$ cat src/uart_efr_pkg.sv
/*
 * Package for the enhanced-feature register block: APB offsets, field
 * positions, reset values and timing constants.
 * Assumes a 50 MHz ref_clk and a 32-bit APB bus with byte-wide registers.
 */
package uart_efr_pkg;

    // ************
    // Register offsets (byte addresses)
    // ************
    localparam logic [7:0] scratch_off       = 8'h00;
    localparam logic [7:0] divisor_low_off   = 8'h04;
    localparam logic [7:0] divisor_high_off  = 8'h08;
    localparam logic [7:0] divisor_frac_off  = 8'h0c;
    localparam logic [7:0] trigger_off       = 8'h10;
    localparam logic [7:0] fifo_count_off    = 8'h14;
    localparam logic [7:0] feature_ctrl_off  = 8'h18;
    localparam logic [7:0] enhanced_off      = 8'h1c;
    localparam logic [7:0] line_ctrl_off     = 8'h20;
    localparam logic [7:0] int_status_off    = 8'h24;
    localparam logic [7:0] status_off        = 8'h28;
    localparam logic [7:0] rx_div_low_off    = 8'h2c;
    localparam logic [7:0] rx_div_high_off   = 8'h30;
    localparam logic [7:0] rx_div_frac_off   = 8'h34;
    localparam logic [7:0] rx_trigger_off    = 8'h38;
    localparam logic [7:0] tx_trigger_off    = 8'h3c;

    // ************
    // Field positions
    // ************
    localparam int fc_irda_inv    = 2;
    localparam int fc_rs485       = 3;
    localparam int fc_swap        = 6;
    localparam int fc_trig_sel    = 7;
    localparam int em_send_now    = 2;
    localparam int em_rts_inv     = 3;
    localparam int em_lsr_imm     = 6;
    localparam int em_xoff_mode   = 7;
    localparam int ef_enable      = 4;
    localparam int dd_indep       = 6;
    localparam int dd_select      = 7;

    // ************
    // Reset values and special codes
    // ************
    localparam logic [7:0] scratch_reset  = 8'hff;
    localparam logic [7:0] div_low_reset  = 8'h01;
    localparam logic [7:0] zero_byte      = 8'h00;
    localparam logic [7:0] lcr_enhanced   = 8'hbf;
    localparam logic [1:0] cnt_tx_mode    = 2'h1;
    localparam logic [1:0] cnt_alt_mode   = 2'h3;

    // ************
    // Timing
    // ************
    localparam int clk_mhz        = 50;
    localparam int clk_period_ns  = 1000 / clk_mhz;

    // One baud generator's settings
    typedef struct packed {
        logic [7:0] high;
        logic [7:0] low;
        logic [5:0] frac;
    } baud_cfg_type;

    // Receive flow-control match events
    typedef struct packed {
        logic xon;
        logic xoff;
        logic special;
    } flow_hit_type;

endpackage : uart_efr_pkg

$ cat src/uart_enhanced_feature_regs.sv
/*
 * Enhanced-feature control block of a 16550-style UART: scratch swap,
 * FIFO level counts, send-immediately, RS-485 direction, interrupt modes,
 * dual fractional baud generators, trigger levels and flow-char select.
 * Assumes the FIFOs, shifters and status logic sit outside and report
 * their state here on the same clock; the RX pin is asynchronous.
 */
`timescale 1ns/100ps
module uart_enhanced_feature_regs #(
    parameter int count_width = 5
) (
    // Clock and reset
    input  wire logic                      ref_clk,
    input  wire logic                      nrst,
    // APB slave
    input  wire logic                      psel,
    input  wire logic                      penable,
    input  wire logic                      pwrite,
    input  wire logic [7:0]                paddr,
    input  wire logic [31:0]               pwdata,
    output logic      [31:0]               prdata,
    output logic                           pready,
    output logic                           pslverr,
    // FIFO and transmitter state
    input  wire logic                      fifo_enable,
    input  wire logic [count_width-1:0]    rx_count,
    input  wire logic [count_width-1:0]    tx_count,
    input  wire logic                      tx_holding_empty,
    input  wire logic                      tx_shift_empty,
    input  wire logic                      tx_last_stop_done,
    input  wire logic                      bypass_byte_sent,
    input  wire logic                      bit_tick,
    // Receive events
    input  wire logic                      rx_err_at_fifo,
    input  wire logic                      rx_err_at_holding,
    input  wire logic                      rx_char_done,
    input  uart_efr_pkg::flow_hit_type     flow_hit,
    input  wire logic                      rx_pin,
    // Outputs to the core
    output logic                           tx_bypass,
    output logic                           tx_fifo_write,
    output logic [7:0]                     tx_data,
    output logic                           rts_n,
    output logic                           tx_int,
    output logic                           line_err_int,
    output logic                           xoff_int,
    output logic                           xon_int,
    output logic                           special_int,
    output logic                           rx_data,
    output uart_efr_pkg::baud_cfg_type     tx_baud,
    output uart_efr_pkg::baud_cfg_type     rx_baud,
    output logic [1:0]                     sample_rate,
    output logic [3:0]                     tx_flow_sel,
    output logic [3:0]                     rx_flow_sel,
    output logic                           rx_match_either
);

    // ************
    // Bus decode
    // ************
    logic       wr_en, rd_en, alt_tx_q, rx_s1_q, rx_s2_q;
    logic       dir_tx_q, stop_seen_q, enh_on, swap_on;
    logic [7:0] wbyte, scratch_q, mode_q, feature_q, enhanced_q;
    logic [7:0] line_ctrl_q, frac_cfg_q, rx_trig_q, tx_trig_q;
    logic [7:0] rx_cnt8, tx_cnt8;
    assign wr_en   = psel & penable & pwrite;
    assign rd_en   = psel & penable & ~pwrite;
    assign wbyte   = pwdata[7:0];
    assign pready  = 1'b1;
    assign enh_on  = enhanced_q[uart_efr_pkg::ef_enable];
    assign swap_on = feature_q[uart_efr_pkg::fc_swap];
    assign rx_cnt8 = 8'(rx_count);
    assign tx_cnt8 = 8'(tx_count);
    function automatic logic is_unmapped(input logic [7:0] a);
        is_unmapped = (a > uart_efr_pkg::tx_trigger_off) | (a[1:0] != 2'h0);
    endfunction : is_unmapped
    assign pslverr = psel & penable & is_unmapped(paddr);

    // ************
    // Scratch byte and mode select
    // ************
    always_ff @(posedge ref_clk) begin
        if (!nrst) begin
            scratch_q <= uart_efr_pkg::scratch_reset;
        end else if (wr_en && paddr == uart_efr_pkg::scratch_off
                     && !swap_on) begin
            scratch_q <= wbyte;
        end
    end
    // A same-cycle mode write beats the send-now clear when the byte leaves
    always_ff @(posedge ref_clk) begin
        if (!nrst) begin
            mode_q <= uart_efr_pkg::zero_byte;
        end else if (wr_en && paddr == uart_efr_pkg::scratch_off
                     && swap_on) begin
            mode_q <= wbyte;
        end else if (bypass_byte_sent) begin
            mode_q[uart_efr_pkg::em_send_now] <= 1'b0;
        end
    end
    // Alternating pointer restarts on every mode write
    always_ff @(posedge ref_clk) begin
        if (!nrst) begin
            alt_tx_q <= 1'b0;
        end else if (wr_en && paddr == uart_efr_pkg::scratch_off
                     && swap_on) begin
            alt_tx_q <= 1'b0;
        end else if (rd_en && paddr == uart_efr_pkg::scratch_off
                     && swap_on
                     && mode_q[1:0] == uart_efr_pkg::cnt_alt_mode) begin
            alt_tx_q <= ~alt_tx_q;
        end
    end

    // ************
    // Control registers
    // ************
    always_ff @(posedge ref_clk) begin
        if (!nrst) begin
            feature_q   <= uart_efr_pkg::zero_byte;
            enhanced_q  <= uart_efr_pkg::zero_byte;
            line_ctrl_q <= uart_efr_pkg::zero_byte;
        end else if (wr_en) begin
            case (paddr)
                uart_efr_pkg::feature_ctrl_off: feature_q   <= wbyte;
                uart_efr_pkg::enhanced_off:     enhanced_q  <= wbyte;
                uart_efr_pkg::line_ctrl_off:    line_ctrl_q <= wbyte;
                default: ;
            endcase
        end
    end
    always_ff @(posedge ref_clk) begin
        if (!nrst) begin
            rx_trig_q <= uart_efr_pkg::zero_byte;
            tx_trig_q <= uart_efr_pkg::zero_byte;
        end else if (wr_en && paddr == uart_efr_pkg::trigger_off) begin
            if (feature_q[uart_efr_pkg::fc_trig_sel]) begin
                tx_trig_q <= wbyte;
            end else begin
                rx_trig_q <= wbyte;
            end
        end
    end

    // ************
    // Baud generators
    // ************
    localparam uart_efr_pkg::baud_cfg_type baud_reset =
        '{high: 8'h00, low: uart_efr_pkg::div_low_reset, frac: 6'h00};
    logic       dl_wr;
    logic       wr_tx_gen;
    logic       wr_rx_gen;
    logic [1:0] route;
    uart_efr_pkg::baud_cfg_type tx_baud_q;
    uart_efr_pkg::baud_cfg_type rx_baud_q;
    assign route = {frac_cfg_q[uart_efr_pkg::dd_select],
                    frac_cfg_q[uart_efr_pkg::dd_indep]};
    assign wr_tx_gen = (route == 2'h0) | (route == 2'h1);
    assign wr_rx_gen = (route == 2'h0) | (route == 2'h3);
    assign dl_wr     = wr_en & enh_on
                       & (paddr == uart_efr_pkg::divisor_frac_off);
    // One generator's settings after a divisor write
    function automatic uart_efr_pkg::baud_cfg_type baud_next(
        input uart_efr_pkg::baud_cfg_type cur
    );
        baud_next = cur;
        case (paddr)
            uart_efr_pkg::divisor_low_off:  baud_next.low  = wbyte;
            uart_efr_pkg::divisor_high_off: baud_next.high = wbyte;
            uart_efr_pkg::divisor_frac_off: begin
                if (enh_on) begin
                    baud_next.frac = wbyte[5:0];
                end
            end
            default: ;
        endcase
    endfunction : baud_next
    always_ff @(posedge ref_clk) begin
        if (!nrst) begin
            frac_cfg_q <= uart_efr_pkg::zero_byte;
        end else if (dl_wr) begin
            frac_cfg_q <= wbyte;
        end
    end
    always_ff @(posedge ref_clk) begin
        if (!nrst) begin
            tx_baud_q <= baud_reset;
        end else if (wr_en && wr_tx_gen) begin
            tx_baud_q <= baud_next(tx_baud_q);
        end
    end
    always_ff @(posedge ref_clk) begin
        if (!nrst) begin
            rx_baud_q <= baud_reset;
        end else if (wr_en && wr_rx_gen) begin
            rx_baud_q <= baud_next(rx_baud_q);
        end
    end
    // Shared mode feeds both from the transmit copy
    assign tx_baud = tx_baud_q;
    assign rx_baud = frac_cfg_q[uart_efr_pkg::dd_indep] ? rx_baud_q
                                                        : tx_baud_q;
    // 00 gives 16X, 01 gives 8X, 1x gives 4X
    assign sample_rate = tx_baud_q.frac[5] ? 2'h2
                                           : {1'b0, tx_baud_q.frac[4]};

    // ************
    // Transmit path and direction control
    // ************
    logic tx_wr;
    assign tx_wr = wr_en & (paddr == uart_efr_pkg::status_off);
    always_ff @(posedge ref_clk) begin
        if (!nrst) begin
            tx_bypass     <= 1'b0;
            tx_fifo_write <= 1'b0;
            tx_data       <= uart_efr_pkg::zero_byte;
        end else begin
            tx_bypass     <= tx_wr & fifo_enable
                             & mode_q[uart_efr_pkg::em_send_now];
            tx_fifo_write <= tx_wr & ~(fifo_enable
                             & mode_q[uart_efr_pkg::em_send_now]);
            if (tx_wr) begin
                tx_data <= wbyte;
            end
        end
    end
    // Wait for the next bit tick after the last stop bit before turning round
    always_ff @(posedge ref_clk) begin
        if (!nrst) begin
            dir_tx_q    <= 1'b0;
            stop_seen_q <= 1'b0;
        end else if (tx_wr) begin
            dir_tx_q    <= 1'b1;
            stop_seen_q <= 1'b0;
        end else if (tx_last_stop_done && tx_shift_empty) begin
            stop_seen_q <= 1'b1;
        end else if (stop_seen_q && bit_tick) begin
            dir_tx_q    <= 1'b0;
            stop_seen_q <= 1'b0;
        end
    end
    always_ff @(posedge ref_clk) begin
        if (!nrst) begin
            rts_n <= 1'b1;
        end else if (feature_q[uart_efr_pkg::fc_rs485]) begin
            rts_n <= ~dir_tx_q ^ mode_q[uart_efr_pkg::em_rts_inv];
        end else begin
            rts_n <= 1'b1;
        end
    end
    always_ff @(posedge ref_clk) begin
        if (!nrst) begin
            tx_int <= 1'b0;
        end else if (feature_q[uart_efr_pkg::fc_rs485]) begin
            tx_int <= tx_holding_empty & tx_shift_empty;
        end else begin
            tx_int <= tx_holding_empty;
        end
    end

    // ************
    // Receive interrupts
    // ************
    logic isr_rd;
    logic lsr_src;
    assign isr_rd  = rd_en & (paddr == uart_efr_pkg::int_status_off);
    assign lsr_src = mode_q[uart_efr_pkg::em_lsr_imm] ? rx_err_at_fifo
                                                      : rx_err_at_holding;
    always_ff @(posedge ref_clk) begin
        if (!nrst) begin
            line_err_int <= 1'b0;
        end else begin
            line_err_int <= lsr_src;
        end
    end
    // Set wins over every clear source
    always_ff @(posedge ref_clk) begin
        if (!nrst) begin
            xoff_int <= 1'b0;
        end else if (flow_hit.xoff) begin
            xoff_int <= 1'b1;
        end else if (isr_rd || (flow_hit.xon
                     && !mode_q[uart_efr_pkg::em_xoff_mode])) begin
            xoff_int <= 1'b0;
        end
    end
    always_ff @(posedge ref_clk) begin
        if (!nrst) begin
            special_int <= 1'b0;
        end else if (flow_hit.special) begin
            special_int <= 1'b1;
        end else if (isr_rd || (rx_char_done
                     && !mode_q[uart_efr_pkg::em_xoff_mode])) begin
            special_int <= 1'b0;
        end
    end
    always_ff @(posedge ref_clk) begin
        if (!nrst) begin
            xon_int <= 1'b0;
        end else if (flow_hit.xon) begin
            xon_int <= 1'b1;
        end else if (isr_rd) begin
            xon_int <= 1'b0;
        end
    end

    // ************
    // Receive pin and flow selection
    // ************
    always_ff @(posedge ref_clk) begin
        if (!nrst) begin
            rx_s1_q <= 1'b0;
            rx_s2_q <= 1'b0;
            rx_data <= 1'b0;
        end else begin
            rx_s1_q <= rx_pin;
            rx_s2_q <= rx_s1_q;
            rx_data <= rx_s2_q ^ feature_q[uart_efr_pkg::fc_irda_inv];
        end
    end
    // One transmit pair lets receive both-pairs match either pair
    assign tx_flow_sel     = {2'h0, enhanced_q[3:2]};
    assign rx_flow_sel     = {2'h0, enhanced_q[1:0]};
    assign rx_match_either = (enhanced_q[1:0] == 2'h3)
                             & (enhanced_q[3:2] == 2'h1
                                | enhanced_q[3:2] == 2'h2);

    // ************
    // Read data
    // ************
    logic [7:0] count_sel, swap_rd, rd_byte;
    always_comb begin
        count_sel = feature_q[uart_efr_pkg::fc_trig_sel] ? tx_cnt8 : rx_cnt8;
        if (!mode_q[0]) begin
            swap_rd = rx_cnt8;
        end else if (mode_q[1:0] == uart_efr_pkg::cnt_tx_mode) begin
            swap_rd = tx_cnt8;
        end else begin
            swap_rd = alt_tx_q ? tx_cnt8 : rx_cnt8;
        end
        case (paddr)
            uart_efr_pkg::scratch_off:
                rd_byte = swap_on ? swap_rd : scratch_q;
            uart_efr_pkg::divisor_low_off:  rd_byte = tx_baud_q.low;
            uart_efr_pkg::divisor_high_off: rd_byte = tx_baud_q.high;
            uart_efr_pkg::divisor_frac_off:
                rd_byte = enh_on ? frac_cfg_q : 8'h00;
            uart_efr_pkg::fifo_count_off:
                rd_byte = (swap_on || line_ctrl_q == uart_efr_pkg::lcr_enhanced)
                          ? count_sel : 8'h00;
            uart_efr_pkg::feature_ctrl_off: rd_byte = feature_q;
            uart_efr_pkg::enhanced_off:     rd_byte = enhanced_q;
            uart_efr_pkg::line_ctrl_off:    rd_byte = line_ctrl_q;
            uart_efr_pkg::int_status_off:
                rd_byte = {4'h0, special_int, xoff_int, xon_int, line_err_int};
            uart_efr_pkg::status_off:
                rd_byte = {5'h0, dir_tx_q, tx_shift_empty, tx_holding_empty};
            uart_efr_pkg::rx_div_low_off:   rd_byte = rx_baud_q.low;
            uart_efr_pkg::rx_div_high_off:  rd_byte = rx_baud_q.high;
            uart_efr_pkg::rx_div_frac_off:  rd_byte = {2'h0, rx_baud_q.frac};
            uart_efr_pkg::rx_trigger_off:   rd_byte = rx_trig_q;
            uart_efr_pkg::tx_trigger_off:   rd_byte = tx_trig_q;
            default:                        rd_byte = 8'h00;
        endcase
    end

    assign prdata = {24'h0, rd_byte};

endmodule : uart_enhanced_feature_regs

$ cat config.mk
export PLATFORM = sky130hd
export DESIGN_NAME = uart_enhanced_feature_regs
export DESIGN_NICKNAME = d
export VERILOG_FILES = /design/src/uart_efr_pkg.sv /design/src/uart_enhanced_feature_regs.sv
export SDC_FILE = /design/constraint.sdc
export NUM_CORES = 1
export LEC_CHECK = 0
export BUFFER_PORTS_ARGS = -buffer_cell sky130_fd_sc_hd__buf_4
export CAP_MARGIN = 20
export CORE_ASPECT_RATIO = 0.9
export CORE_MARGIN = 10
export CORE_UTILIZATION = 30
export CTS_CLUSTER_SIZE = 12
export DETAILED_ROUTE_END_ITERATION = 12
export SYNTH_ARGS = -nofsm -noshare
export SYNTH_HDL_FRONTEND = slang
export SYNTH_SLANG_ARGS = --single-unit
$ cat constraint.sdc
create_clock -name ref_clk -period 3.85 [get_ports ref_clk]
set_input_delay 0.77 -clock ref_clk [delete_from_list [all_inputs] [get_ports ref_clk]]
set_output_delay 0.77 -clock ref_clk [all_outputs]
set_load 0.02 [all_outputs]
==> reports/metrics.csv, run 1 <==
stage,metric,value,unit
clock_network,Post CTS Setup Buffer Count,0,
flow_run,Max Cap Violations,0,
timing,Tcrit/Tclk final,0.907,
timing,TNS Setup,0,ps
worst_setup_path,kind of critical path,input pin to output port,
floorplan,core area,0.0224,sq mm
layout,Fillers,2318,
clock_network,clock sinks,128,
worst_setup_path,Crit. End Element,output port,
power,P_int,2.26,mW
place,pre-CTS setup slack,346,ps
place,Detail Placement HPWL,18.8,mm
power,Peak supply drop,0.000201,V
clock_network,Post-CTS Hold Buffers,0,
timing,min cycle time layout,3490,ps
place,PortBufs,120,
global_routing,largest net degree at the start of global routing,86,
synthesis,synthesized area,0.00682,sq mm
worst_setup_path,worst-path fanout max,16,
floorplan,Die Y,163,um
drt,Routed WL,25.5,mm
clock_network,Root Driver,clkbuf_16,
layout,Area growth syn-to-layout,23.2,%
worst_setup_path,CP peak stage delay,660,ps
clock_network,clk slew on worst S/H paths,60,ps
worst_setup_path,CP cell instances,buf_4 > buf_4 > or4b_2 > nor2_1 > and2_1 > a22oi_1 > o211ai_1 > buf_4,
worst_setup_path,worst path arrival time,2720,ps
timing,worst-margin pin slew,780,ps
synthesis,syn_area_per_cell,8.39,sq um
status,status,"finished, final reports clean",
clock_network,CTS tree,done,
power,Clk pwr share,0.488,
worst_setup_path,Crit path max-delay family,simple AND/OR/NAND/NOR gates,
layout,nets@finish,979,
worst_setup_path,Worst setup SP type,input pin,
global_routing,GRT overflow,0,
hold_path,Hold Crit Class,flop to flop,
layout,multi-input logic area,0.00384,sq mm
timing,PnR worst setup slack,360,ps
layout,Final Instance Area,0.00840,sq mm
clock_network,H-tree levels,4,
timing,RSZ-0062 raised after global routing,false,
drt,DR pass1 iterations,5,
drt,via count,6170,
synthesis,synth warn,0,
layout,"commonest non-fill, non-tap cells in the layout","nand2_1 (184), buf_4 (140), dfxtp_1 (128), a21boi_0 (69), nand3_1 (46)",
layout,layout cells sized above 1,0.245,
worst_setup_path,slowest CP cell,or4b_2,
synthesis,number of flops mapped to enable cells by yosys,0,
synthesis,#FFs+latches synth,128,
global_routing,initial antenna violation count,0,
timing,Fin. Hold Viols,0,
floorplan,Initial Util,0.304,
place,Final GP Congestion,0.978,
power,sequential share of power,0.436,
timing,Rel. slew slack,0.476,
floorplan,Die Span X,179,um
drt,post-route ant nets,0,
synthesis,asr flop ratio synth,0,
floorplan,# rows,52,
timing,Worst Clk Skew,14.0,ps
global_routing,first-pass GRT wire length,37.6,mm
global_routing,vias in the first global route,5934,
drt,vias per std cell,5.06,
drt,DRC violations left,0,
synthesis,post-synthesis cell type count,63,
synthesis,sequential share of the synthesized area,0.376,
power,switch share,0.262,
global_routing,GR Util All Layers,0.171,
synthesis,Most used DFF post-synth,dfxtp_1,
layout,register area,0.00256,sq mm
worst_setup_path,cell mode on critical path,buf_4,
floorplan,# IOs,174,
timing,f_max,286,MHz
timing,final setup violating endpoints,0,
drt,starting DRC count in detailed routing,509,
clock_network,post-CTS sizing,0,
worst_setup_path,"Buf+Inv Stages, Crit Path",3,
place,dpl cell area,0.00785,sq mm
floorplan,DIE AREA,0.0292,sq mm
timing,"Slew Viols, Final",0,
drt,WL per Instance,20.9,um
layout,"most common cell after layout, fill and taps aside",nand2_1,
power,Pwr Density,364,mW/mm^2
synthesis,Synth Instances,812,
power,Combinational Power Share,0.076,
layout,antenna fix cells,0,
timing,Hold Slack,445,ps
power,switching power,0.802,mW
clock_network,cts bufs inserted,17,
worst_setup_path,critical path data required time,3080,ps
clock_network,Max clock buf depth,2,
clock_network,Skew-Pair Late Insertion Delay,430,ps
power,Pleak,3.14,nW
[power by group through the flow]
stage,clock [mW],combinational (mW),sequential [mW]
final,1.49,0.231,1.33
after floorplan,0,0.150,1.37
after detailed placement,0,0.228,1.36
after CTS,1.52,0.229,1.33
after global placement,0,0.229,1.36
after global routing,1.58,0.243,1.33
[final timing paths]
check / cells past startpoint / slack (ps) / end / startpoint
hold / removal: 1 / 440 / rx_s2_q$_SDFF_PN0_ / rx_s1_q$_SDFF_PN0_
setup / recovery: 8 / 360 / prdata[4] / paddr[2]
hold reg to reg: 1 / 440 / rx_s2_q$_SDFF_PN0_ / rx_s1_q$_SDFF_PN0_
setup reg to reg: 5 / 1460 / rx_baud_q[0]$_SDFFE_PN0P_ / frac_cfg_q[6]$_SDFFE_PN0P_
[cell families after synthesis]
group           synth area share
xor+xnor                 0.00386
other cells              0.00110
mux                        0.121
fa+ha+maj                0.00367
compound gates             0.160
flops                      0.376
buf+inv                   0.0766
simple gates               0.258
[state kept, by name, summed over array words and instances (netlist names), 6 cells and up]
| signal | cells |
|---|---|
| enhanced_q | 8 |
| rx_baud_q | 22 |
| line_ctrl_q | 8 |
| frac_cfg_q | 8 |
| tx_data | 8 |
| tx_trig_q | 8 |
| scratch_q | 8 |
| tx_baud | 22 |
| feature_q | 8 |
| mode_q | 6 |
| rx_trig_q | 8 |
[cells in the mapped netlist (3+ instances only)]
library cell    n  area, sq um
mux2i_1        44          440
nor2b_1        34          213
nand3_1        46          230
o22ai_1         9         56.3
a22oi_1         9         67.6
nand3b_1        4         30.0
nor3_2          5         50.1
and2_1          7         43.8
dfxtp_1       128         2560
nor4_1          3         18.8
and3_1          3         18.8
nor3_1          5         25.0
buf_1           5         18.8
o21a_1          4         30.0
inv_1           7         26.3
or3_1           4         25.0
mux2_2         34          383
buf_6           3         33.8
xor2_1          3         26.3
nor2_1         24         90.1
a21oi_1        13         65.1
buf_4          34          255
o21ai_0        14         70.1
a32oi_1         8         70.1
nand4_1         4         25.0
a21boi_1        8         60.1
nand2b_1        3         18.8
or2_2           3         18.8
clkbuf_1       38          143
nand2_1       184          691
a21boi_0       69          518
buf_2           8         40.0
[metal layers]
layer / up-vias / track usage / share of wire / wire (um)
li1: 2954 / - / - / -
met1: 2960 / 0.235 / 0.46 / 11800
met5: - / 0 / 0 / 0
met2: 224 / 0.257 / 0.44 / 11300
met3: 32 / 0.0417 / 0.073 / 1860
met4: 0 / 0.0563 / 0.022 / 562
[cell type report]
class | count | area share
Clock buffer | 19 | 0.0528
Clock inverter | 13 | 0.0122
Inverter | 7 | 0.00313
Multi-Input combinational cell | 615 | 0.457
Sequential cell | 128 | 0.305
Tap cell | 297 | 0.0443
Timing Repair Buffer | 140 | 0.125
[through the flow]
stage / power [mW] / utilization / cells
floorplan: 1.52 / - / 839
global placement: 1.59 / 0.350 / 1187
detailed placement: 1.59 / 0.350 / 1187
CTS: 3.09 / 0.374 / 1219
global route: 3.16 / 0.374 / 1219
finish: 3.06 / 0.374 / 1219
No activity file was read; power rests on OpenSTA's default activity.
==> run 2, diff against run 1 <==
--- a/config.mk
+++ b/config.mk
@@ -12,6 +12,7 @@
 export CORE_UTILIZATION = 30
 export CTS_CLUSTER_SIZE = 12
 export DETAILED_ROUTE_END_ITERATION = 12
+export MAX_ROUTING_LAYER = met4
 export SYNTH_ARGS = -nofsm -noshare
 export SYNTH_HDL_FRONTEND = slang
 export SYNTH_SLANG_ARGS = --single-unit
==> run 2 against run 1 <==
Clock skew decreased by 3.4 ps. Sequential share of layout area decreased by 0.16 points. Utilization increased by 0.20 points. Total power increased by 3.9%. Global-route usage increased by 0.71 points. Combinational power increased by 2%. Critical path type unchanged. Largest power group unchanged.
==> reports/metrics.csv, run 2 (same netlist as run 1, synthesis figures left out) <==
stage,metric,value,unit
status,status,"finished, final reports clean",
hold_path,hold path depth,1,
floorplan,Die Y,163,um
clock_network,clk slew on worst S/H paths,60,ps
timing,Tcrit/Tclk final,0.897,
timing,Hold Slack,435,ps
drt,WL per Instance,21.2,um
power,Peak supply drop,0.000210,V
drt,via count,6202,
layout,layout cells sized above 1,0.247,
worst_setup_path,slowest CP cell,or4b_2,
clock_network,Max clock buf depth,2,
clock_network,clock sinks,128,
worst_setup_path,kind of critical path,input pin to output port,
floorplan,DIE AREA,0.0292,sq mm
timing,TNS Setup,0,ps
global_routing,GRT overflow,0,
clock_network,cts bufs inserted,17,
timing,f_max,290,MHz
clock_network,post-CTS sizing,0,
floorplan,Die Span X,179,um
clock_network,H-tree levels,4,
worst_setup_path,Crit. End Element,output port,
drt,starting DRC count in detailed routing,611,
worst_setup_path,"Buf+Inv Stages, Crit Path",2,
layout,Area growth syn-to-layout,23.8,%
flow_run,Max Cap Violations,0,
worst_setup_path,Crit path max-delay family,simple AND/OR/NAND/NOR gates,
floorplan,Initial Util,0.304,
place,Final GP Congestion,0.977,
worst_setup_path,worst reg-to-reg setup slack,1430,ps
worst_setup_path,R2R depth,5,
floorplan,core area,0.0224,sq mm
global_routing,vias in the first global route,5967,
timing,RSZ-0062 raised after global routing,false,
worst_setup_path,cell mode on critical path,buf_4,
worst_setup_path,CP cell instances,buf_4 > mux2_2 > a22oi_1 > o22ai_1 > a21oi_1 > or4b_2 > buf_4,
timing,Fin. Hold Viols,0,
global_routing,met1 GRT Util,0.237,
global_routing,grt peak-use layer,met2,
drt,DR pass1 iterations,6,
clock_network,CTS tree,done,
worst_setup_path,crit path launch,paddr[2],
layout,"most common cell after layout, fill and taps aside",nand2_1,
layout,fin cells,1220,
drt,Routed WL,25.9,mm
hold_path,Hold Path End,rts_n$_SDFF_PN1_,
global_routing,first-pass GRT wire length,37.8,mm
worst_setup_path,critical path data required time,3080,ps
place,DP Cell Count,1188,
layout,"commonest non-fill, non-tap cells in the layout","nand2_1 (184), buf_4 (141), dfxtp_1 (128), a21boi_0 (69), nand3_1 (46)",
global_routing,largest net degree at the start of global routing,99,
hold_path,hold path startpoint,feature_q[3]$_SDFFE_PN0P_,
drt,post-route ant nets,0,
timing,Rel. slew slack,0.423,
worst_setup_path,Worst setup SP type,input pin,
worst_setup_path,CP peak stage delay,620,ps
place,PortBufs,120,
drt,vias per std cell,5.08,
power,Pleak,3.17,nW
floorplan,# IOs,174,
timing,worst-margin pin slew,866,ps
global_routing,initial antenna violation count,0,
floorplan,# rows,52,
timing,Worst Clk Skew,10.6,ps
worst_setup_path,worst path arrival time,2680,ps
hold_path,Hold Crit Class,flop to flop,
worst_setup_path,worst reg2reg endpoint,rx_baud_q[3]$_SDFFE_PN0P_,
place,Detail Placement HPWL,18.8,mm
place,pre-CTS setup slack,398,ps
worst_setup_path,Reg-to-Reg Start,frac_cfg_q[6]$_SDFFE_PN0P_,
timing,final setup violating endpoints,0,
drt,DRC violations left,0,
power,Pwr Density,377,mW/mm^2
clock_network,Root Driver,clkbuf_16,
timing,PnR worst setup slack,398,ps
global_routing,GR Util All Layers,0.179,
worst_setup_path,worst-path fanout max,17,
layout,nets@finish,980,
power,total power,3.18,mW
clock_network,Post CTS Setup Buffer Count,0,
timing,"Slew Viols, Final",0,
clock_network,Skew-Pair Late Insertion Delay,440,ps
clock_network,Post-CTS Hold Buffers,0,
global_routing,met3 usage,0.0399,
layout,antenna fix cells,0,
layout,Fillers,2385,
global_routing,met2 usage,0.266,
timing,min cycle time layout,3450,ps
==> run 2: cell count changes in the layout (fill, tap and decap cells not counted), sizes merged <==
cell      previous run  this run
inv                 12        15
buf                140       141
clkbuf              19        18
bufinv               0         1
clkinv               5         3
clkinvlp             3         2
==> run 2: stage by stage <==
| step | area (sq um) | util |
|---|---|---|
| 3_3_place_gp | 7860 | 0.350 |
| 3_5_place_dp | 7860 | 0.350 |
| 6_report | 8440 | 0.376 |
| 4_1_cts | 8440 | 0.376 |
| 2_1_floorplan | 6920 | - |
| 5_1_grt | 8440 | 0.376 |
==> run 2: power by group <==
group | switching, mW | total, mW | leakage, nW | internal [mW]
clock | 0.686 | 1.61 | 0.283 | 0.925
sequential | 0.00468 | 1.33 | 1.03 | 1.33
combinational | 0.154 | 0.235 | 1.85 | 0.0809
total | 0.844 | 3.18 | 3.17 | 2.34
==> run 2: worst reg2reg max path, stage by stage, from the launching register on <==
cell and delay [ps]:
dfxtp_1 810, inv_1 190, ha_1 480, nor3_4 490
mux2i_1 270, nor2b_1 60
==> run 2: area by class of cell <==
type	count	area (sq um)	area share
multi-input combinational	615	3840	0.455
sequential	128	2560	0.304
timing repair buffer	141	1060	0.125
clock buffer	18	439	0.0520
tap	297	372	0.0440
clock inverter	14	143	0.0169
inverter	7	26.3	0.00311
==> run 2: worst max path at each step <==
stage	end	slack, ps	cells after the start
2_1_floorplan	prdata[2]	550	7
3_3_place_gp	prdata[2]	400	7
3_5_place_dp	prdata[2]	400	7
4_1_cts	prdata[2]	400	7
5_1_grt	prdata[2]	370	7
6_report	prdata[2]	400	7
==> run 2: metal layers <==
layer  vias to the layer above  share of wire
met5                         -              0
met4                         0          0.016
met3                        35          0.072
met2                       249           0.45
met1                      2949           0.46
li1                       2969              -
